[config.mk]
export PLATFORM = sky130hd
export DESIGN_NAME = tfskip_core
export DESIGN_NICKNAME = d
export VERILOG_FILES = /design/src/tfskip_pkg.sv /design/src/tfskip_core.sv
export SDC_FILE = /design/constraint.sdc
export NUM_CORES = 1
export LEC_CHECK = 0
export BUFFER_PORTS_ARGS = -buffer_cell sky130_fd_sc_hd__buf_2
export CAP_MARGIN = 20
export CORE_AREA = 2 2 39 41
export CTS_CLUSTER_SIZE = 8
export DETAILED_ROUTE_END_ITERATION = 7
export DIE_AREA = 0 0 41 43
export PLACE_DENSITY = 0.46
export SYNTH_ARGS = -nofsm -noshare
export SYNTH_HDL_FRONTEND = slang
export SYNTH_SLANG_ARGS = --single-unit
[constraint.sdc]
create_clock -name core_clk_i -period 2.3 [get_ports core_clk_i]
set_input_delay 0.345 -clock core_clk_i [delete_from_list [all_inputs] [get_ports core_clk_i]]
set_output_delay 0.345 -clock core_clk_i [all_outputs]
set_load 0.01 [all_outputs]
[src/tfskip_pkg.sv]
package tfskip_pkg;

	// Instruction word width and opcodes of the two skip tests.
	localparam int          TFSKIP_IW          = 10;
	localparam logic [9:0]  TFSKIP_OP_T1       = 10'h280;
	localparam logic [9:0]  TFSKIP_OP_T2       = 10'h281;

	// Positions of the enable bits in the first interrupt control register.
	localparam int          TFSKIP_T1_EN_POS   = 2;
	localparam int          TFSKIP_T2_EN_POS   = 3;
	localparam int          TFSKIP_CTRL_W      = 4;

	// Reset values.
	localparam logic        TFSKIP_SKIP_RST    = 1'b0;

endpackage

[src/tfskip_core.sv]
`timescale 1ns/1ns
`default_nettype none

module tfskip_core
	import tfskip_pkg::*;
(
	input  wire logic                     core_clk_i,
	input  wire logic                     rst_n_i,
	input  wire logic                     instr_valid_i,
	input  wire logic [TFSKIP_IW-1:0]     instr_i,
	input  wire logic [TFSKIP_CTRL_W-1:0] int_control_reg_one_i,
	input  wire logic                     timer1_request_flag_i,
	input  wire logic                     timer2_request_flag_i,
	output logic                          timer1_flag_clear_o,
	output logic                          timer2_flag_clear_o,
	output logic                          squash_o,
	output logic                          skip_pending_o
);

	logic skip_r;
	logic skip_nxt;

	// Opcode match, shared by the decode and by the checks below.
	function automatic logic op_match(
		input logic [TFSKIP_IW-1:0] word,
		input logic [TFSKIP_IW-1:0] op
	);
		return word == op;
	endfunction

	// A word that arrives while a skip is pending is discarded and decodes
	// as nothing, so it cannot itself skip or clear a flag.
	wire logic live;
	wire logic is_t1;
	wire logic is_t2;
	wire logic timer1_int_enable_bit;
	wire logic timer2_int_enable_bit;
	wire logic hit1;
	wire logic hit2;

	assign live  = instr_valid_i & ~skip_r;
	assign is_t1 = live & op_match(instr_i, TFSKIP_OP_T1);
	assign is_t2 = live & op_match(instr_i, TFSKIP_OP_T2);
	assign timer1_int_enable_bit =
		int_control_reg_one_i[TFSKIP_T1_EN_POS];
	assign timer2_int_enable_bit =
		int_control_reg_one_i[TFSKIP_T2_EN_POS];
	assign hit1 = is_t1 & ~timer1_int_enable_bit
		& timer1_request_flag_i;
	assign hit2 = is_t2 & ~timer2_int_enable_bit
		& timer2_request_flag_i;

	assign timer1_flag_clear_o = hit1;
	assign timer2_flag_clear_o = hit2;

	// The pending skip lasts until the next valid word has been discarded.
	assign skip_nxt = (hit1 | hit2) ? 1'b1 :
	                  (instr_valid_i ? 1'b0 : skip_r);
	assign squash_o       = instr_valid_i & skip_r;
	assign skip_pending_o = skip_r;

	always_ff @(posedge core_clk_i) begin
		if (!rst_n_i) begin
			skip_r <= TFSKIP_SKIP_RST;
		end else begin
			skip_r <= skip_nxt;
		end
	end

	property p_t1_skip;
		@(posedge core_clk_i) disable iff (!rst_n_i)
		(instr_valid_i && !skip_r && instr_i == TFSKIP_OP_T1
		 && !int_control_reg_one_i[TFSKIP_T1_EN_POS]
		 && timer1_request_flag_i)
		|-> timer1_flag_clear_o ##1 skip_r;
	endproperty
	a_t1_skip: assert property (p_t1_skip)
		else $error("t1 skip missed");

	property p_t1_noskip;
		@(posedge core_clk_i) disable iff (!rst_n_i)
		(instr_valid_i && !skip_r && instr_i == TFSKIP_OP_T1
		 && !timer1_request_flag_i) |=> !skip_r;
	endproperty
	a_t1_noskip: assert property (p_t1_noskip)
		else $error("t1 false skip");

	property p_t1_nop;
		@(posedge core_clk_i) disable iff (!rst_n_i)
		int_control_reg_one_i[TFSKIP_T1_EN_POS] |-> !timer1_flag_clear_o;
	endproperty
	a_t1_nop: assert property (p_t1_nop)
		else $error("t1 acted when enabled");

	property p_t1_clr;
		@(posedge core_clk_i) disable iff (!rst_n_i)
		timer1_flag_clear_o
		|-> timer1_request_flag_i && instr_i == TFSKIP_OP_T1;
	endproperty
	a_t1_clr: assert property (p_t1_clr)
		else $error("t1 bad clear");

	property p_t2_skip;
		@(posedge core_clk_i) disable iff (!rst_n_i)
		(instr_valid_i && !skip_r && instr_i == TFSKIP_OP_T2
		 && !int_control_reg_one_i[TFSKIP_T2_EN_POS]
		 && timer2_request_flag_i)
		|-> timer2_flag_clear_o ##1 skip_r;
	endproperty
	a_t2_skip: assert property (p_t2_skip)
		else $error("t2 skip missed");

	property p_t2_nop;
		@(posedge core_clk_i) disable iff (!rst_n_i)
		int_control_reg_one_i[TFSKIP_T2_EN_POS] |-> !timer2_flag_clear_o;
	endproperty
	a_t2_nop: assert property (p_t2_nop)
		else $error("t2 acted when enabled");

	property p_t2_clr;
		@(posedge core_clk_i) disable iff (!rst_n_i)
		timer2_flag_clear_o
		|-> timer2_request_flag_i && instr_i == TFSKIP_OP_T2;
	endproperty
	a_t2_clr: assert property (p_t2_clr)
		else $error("t2 bad clear");

	property p_discard;
		@(posedge core_clk_i) disable iff (!rst_n_i)
		(skip_r && instr_valid_i) |-> squash_o && !timer1_flag_clear_o
		&& !timer2_flag_clear_o ##1 !skip_r;
	endproperty
	a_discard: assert property (p_discard)
		else $error("skip not discarded");

	property p_en_pos;
		@(posedge core_clk_i) disable iff (!rst_n_i)
		(instr_valid_i && !skip_r && instr_i == TFSKIP_OP_T2
		 && int_control_reg_one_i == 4'h4 && timer2_request_flag_i)
		|-> timer2_flag_clear_o;
	endproperty
	a_en_pos: assert property (p_en_pos)
		else $error("t2 wrong enable bit");

	property p_en_pos1;
		@(posedge core_clk_i) disable iff (!rst_n_i)
		(instr_valid_i && !skip_r && instr_i == TFSKIP_OP_T1
		 && int_control_reg_one_i == 4'h8 && timer1_request_flag_i)
		|-> timer1_flag_clear_o;
	endproperty
	a_en_pos1: assert property (p_en_pos1)
		else $error("t1 wrong enable bit");

	property p_t1_nop_hold;
		@(posedge core_clk_i) disable iff (!rst_n_i)
		(instr_valid_i && !skip_r && op_match(instr_i, TFSKIP_OP_T1)
		 && int_control_reg_one_i[TFSKIP_T1_EN_POS]) |=> !skip_r;
	endproperty
	a_t1_nop_hold: assert property (p_t1_nop_hold)
		else $error("t1 skipped when enabled");

	property p_t1_flag_low;
		@(posedge core_clk_i) disable iff (!rst_n_i)
		(instr_valid_i && !skip_r && op_match(instr_i, TFSKIP_OP_T1)
		 && !timer1_request_flag_i) |-> !timer1_flag_clear_o;
	endproperty
	a_t1_flag_low: assert property (p_t1_flag_low)
		else $error("t1 cleared an idle flag");

	property p_t2_noskip;
		@(posedge core_clk_i) disable iff (!rst_n_i)
		(instr_valid_i && !skip_r && op_match(instr_i, TFSKIP_OP_T2)
		 && !timer2_request_flag_i) |=> !skip_r;
	endproperty
	a_t2_noskip: assert property (p_t2_noskip)
		else $error("t2 false skip");

	property p_t2_flag_low;
		@(posedge core_clk_i) disable iff (!rst_n_i)
		(instr_valid_i && !skip_r && op_match(instr_i, TFSKIP_OP_T2)
		 && !timer2_request_flag_i) |-> !timer2_flag_clear_o;
	endproperty
	a_t2_flag_low: assert property (p_t2_flag_low)
		else $error("t2 cleared an idle flag");

	property p_t2_nop_hold;
		@(posedge core_clk_i) disable iff (!rst_n_i)
		(instr_valid_i && !skip_r && op_match(instr_i, TFSKIP_OP_T2)
		 && int_control_reg_one_i[TFSKIP_T2_EN_POS]) |=> !skip_r;
	endproperty
	a_t2_nop_hold: assert property (p_t2_nop_hold)
		else $error("t2 skipped when enabled");

	property p_t1_clr_once;
		@(posedge core_clk_i) disable iff (!rst_n_i)
		timer1_flag_clear_o |=> !timer1_flag_clear_o;
	endproperty
	a_t1_clr_once: assert property (p_t1_clr_once)
		else $error("t1 clear held");

	property p_t2_clr_once;
		@(posedge core_clk_i) disable iff (!rst_n_i)
		timer2_flag_clear_o |=> !timer2_flag_clear_o;
	endproperty
	a_t2_clr_once: assert property (p_t2_clr_once)
		else $error("t2 clear held");

	property p_idle;
		@(posedge core_clk_i) disable iff (!rst_n_i)
		!instr_valid_i |-> !timer1_flag_clear_o && !timer2_flag_clear_o
		&& !squash_o;
	endproperty
	a_idle: assert property (p_idle)
		else $error("action without a valid word");

	property p_gap_hold;
		@(posedge core_clk_i) disable iff (!rst_n_i)
		(skip_r && !instr_valid_i) |=> skip_r;
	endproperty
	a_gap_hold: assert property (p_gap_hold)
		else $error("pending skip lost in a gap");

	property p_skip_src;
		@(posedge core_clk_i) disable iff (!rst_n_i)
		(!skip_r && !timer1_flag_clear_o && !timer2_flag_clear_o)
		|=> !skip_r;
	endproperty
	a_skip_src: assert property (p_skip_src)
		else $error("skip without a test");

	property p_rst_clear;
		@(posedge core_clk_i)
		!rst_n_i |=> !skip_r;
	endproperty
	a_rst_clear: assert property (p_rst_clear)
		else $error("skip survived reset");

endmodule

`default_nettype wire

==> summary.md <==
| Metric | Value |
|---|---|
| Worst Setup Start Kind | `input port` |
| Worst path buffer plus inverter count | `2` |
| Met3 Wirelength | `40 µm` |
| Final slew viol count | `0` |
| Initial Util | `7.50%` |
| Placed Instance Area | `224 µm²` |
| Met2 WL post-DR | `144 µm` |
| CP Data Required Time | `1.96 ns` |
| Nets | `54` |
| Number of global-route vias before repair | `147` |
| CP max FO | `3` |
| Vias post-DR | `167` |
| Boundary pin count | `23` |
| Width of the die | `41 µm` |
| Largest net degree at the start of global routing | `5` |
| Final setup TNS | `0 ns` |
| Max-cap violations | `0` |
| Fin Hold WS | `0.511 ns` |
| Syn Inst Count | `13` |
| Final setup vio count | `0` |
| Worst slew pin tran | `0.280 ns` |
| Routed len/inst | `7.22 µm` |
| Flops & latches, synth | `1` |
| CP cell instances | `buf_2, nor4b_1, nand4_1, nor2_1, buf_2` |
| Final ANT Viol Nets | `0` |
| Global placement routability congestion | `0.509` |
| Post-route cell area | `224 µm²` |
| First-pass GRT wire length | `524 µm` |
| Layout area overhead | `116%` |
| M1 WL | `170 µm` |
| Setup bufs post-CTS | `0` |
| Initial DRC Count | `0` |
| Hold-fix buffers at CTS | `0` |
| Sequential share of the synthesized area | `19.3%` |
| CP most frequent cell | `buf_2` |
| Final Cycle Share | `68.4%` |
| Max Fclk | `635 MHz` |
| WS Path Type | `input port to output port` |
| RSZ-0062 raised after global routing | `false` |
| Post-synthesis cell area | `104 µm²` |
| Max reg flops | `1` |
| CP max stage cell | `nor4b_1` |
| Rows | `14` |
| Cell Pwr Density | `160 nW/µm²` |
| Clk_lat worst skew | `0 ns` |
| Max incr delay on CP | `0.30 ns` |
| Worst Skew | `0 ns` |
| Die footprint | `1760 µm²` |
| Top Metal Used | `met3` |
| Resized cells post-CTS | `0` |
| Initial antenna violation count | `0` |
| Endpoint class of the critical path | `output port` |
| Yosys cell types | `11` |
| WL final | `354 µm` |
| CP top delay family | `simple AND/OR/NAND/NOR gates` |
| Net count after synthesis | `32` |
| Grt ovf | `0` |
| Clock Pin Slew Worst Setup and Hold Paths | `0 ns` |
| Pre-antenna DRT Iters | `1` |
| Yosys warning total | `0` |
| Port Buffers | `20` |
| DRC violations left | `0` |
| Period minus WS final | `1.57 ns` |
| Core area | `1380 µm²` |
| P_leak | `0.000114 µW` |
| Die height | `43 µm` |
| Slew HR | `81.1%` |
| VDD IR max | `0.0435 mV` |
| Critical path arrival | `1.23 ns` |
| Inserted Diodes | `0` |
| Via density | `3.41` |
| HP Class | `flip-flop to flip-flop` |
| GRT Overall Usage | `4.00%` |
| Outcome | `finished clean` |
| Share of layout cells above drive strength 1 | `63.6%` |
| Syn avg cell area | `7.99 µm²` |
| Fin. Hold Viols | `0` |
==> worst paths after layout <==
| check | start | endpoint | slack [ns] | cells past startpoint |
|---|---|---|---|---|
| setup / recovery | instr_i[3] | timer2_flag_clear_o | 0.73 | 5 |
| hold / removal | skip_pending_o | skip_pending_o | 0.51 | 2 |
| setup reg to reg | skip_pending_o | skip_pending_o | 1.22 | 3 |
| hold reg to reg | skip_pending_o | skip_pending_o | 0.51 | 2 |
==> final cells by class <==
cell class	count	area [µm²]
flip-flops and latches	1	20.0
well taps	16	20.0
repair buffers	20	100
multi-input cells	12	83.8
fillers	158	1160
==> worst register-to-register path: cells and delay by family, from the launching register on <==
family             cells  cell delay (ns)
AOI/OAI and AO/OA      1             0.16
DFF                    1             0.30
and+or+nand+nor        2             0.54
==> cells in the mapped netlist <==
cell type / number / area share [%]
and2_1: 1 / 6.0
nand3b_1: 2 / 14
nor4b_1: 1 / 8.4
nor2_1: 2 / 7.2
dfxtp_1: 1 / 19
or3b_1: 1 / 8.4
nand4_1: 1 / 6.0
nor4_1: 1 / 6.0
a21bo_1: 1 / 9.6
nor2b_1: 1 / 6.0
o21ai_2: 1 / 8.4
==> routing by layer <==
metal  vias up  global-route usage, %
li1         90                      -
met1        64                   6.03
met2        13                   6.56
met5         -                      0
met3         0                      0
met4         0                      0
==> logic make-up (layout without fill, tap and decap cells) <==
family / after synthesis / in the layout / synth area share [%]
simple gates: 10 / 10 / 62.7
compound gates: 2 / 2 / 18.1
flops: 1 / 1 / 19.3
buf+inv: 0 / 20 / 0
==> metrics by stage <==
step / setup slack [ns] / cells / power [µW] / utilization (%)
after floorplan: 0.942 / 13 / 22.2 / -
after global placement: 0.697 / 49 / 35.6 / 16.2
after detailed placement: 0.689 / 49 / 35.9 / 16.2
after CTS: 0.684 / 49 / 36.0 / 16.2
after global routing: 0.590 / 49 / 37.9 / 16.2
final: 0.726 / 49 / 35.8 / 16.2
==> where the power goes <==
part           switching, µW  internal [µW]  leakage [µW]  total, µW
logic                   5.61           12.5      0.000106       18.1
clock network              0              0             0          0
registers            0.00335           17.7    0.00000805       17.7
==> cell usage in the layout, fill, tap and decap left out <==
cell type and instances:
nand3b_1 2, and2_1 1, nor4b_1 1, dfxtp_1 1, nor2b_1 1, nor2_1 2, buf_2 20, o21ai_2 1
nor4_1 1, or3b_1 1, a21bo_1 1, nand4_1 1
Note: power is estimated with default switching activity, not from simulation.
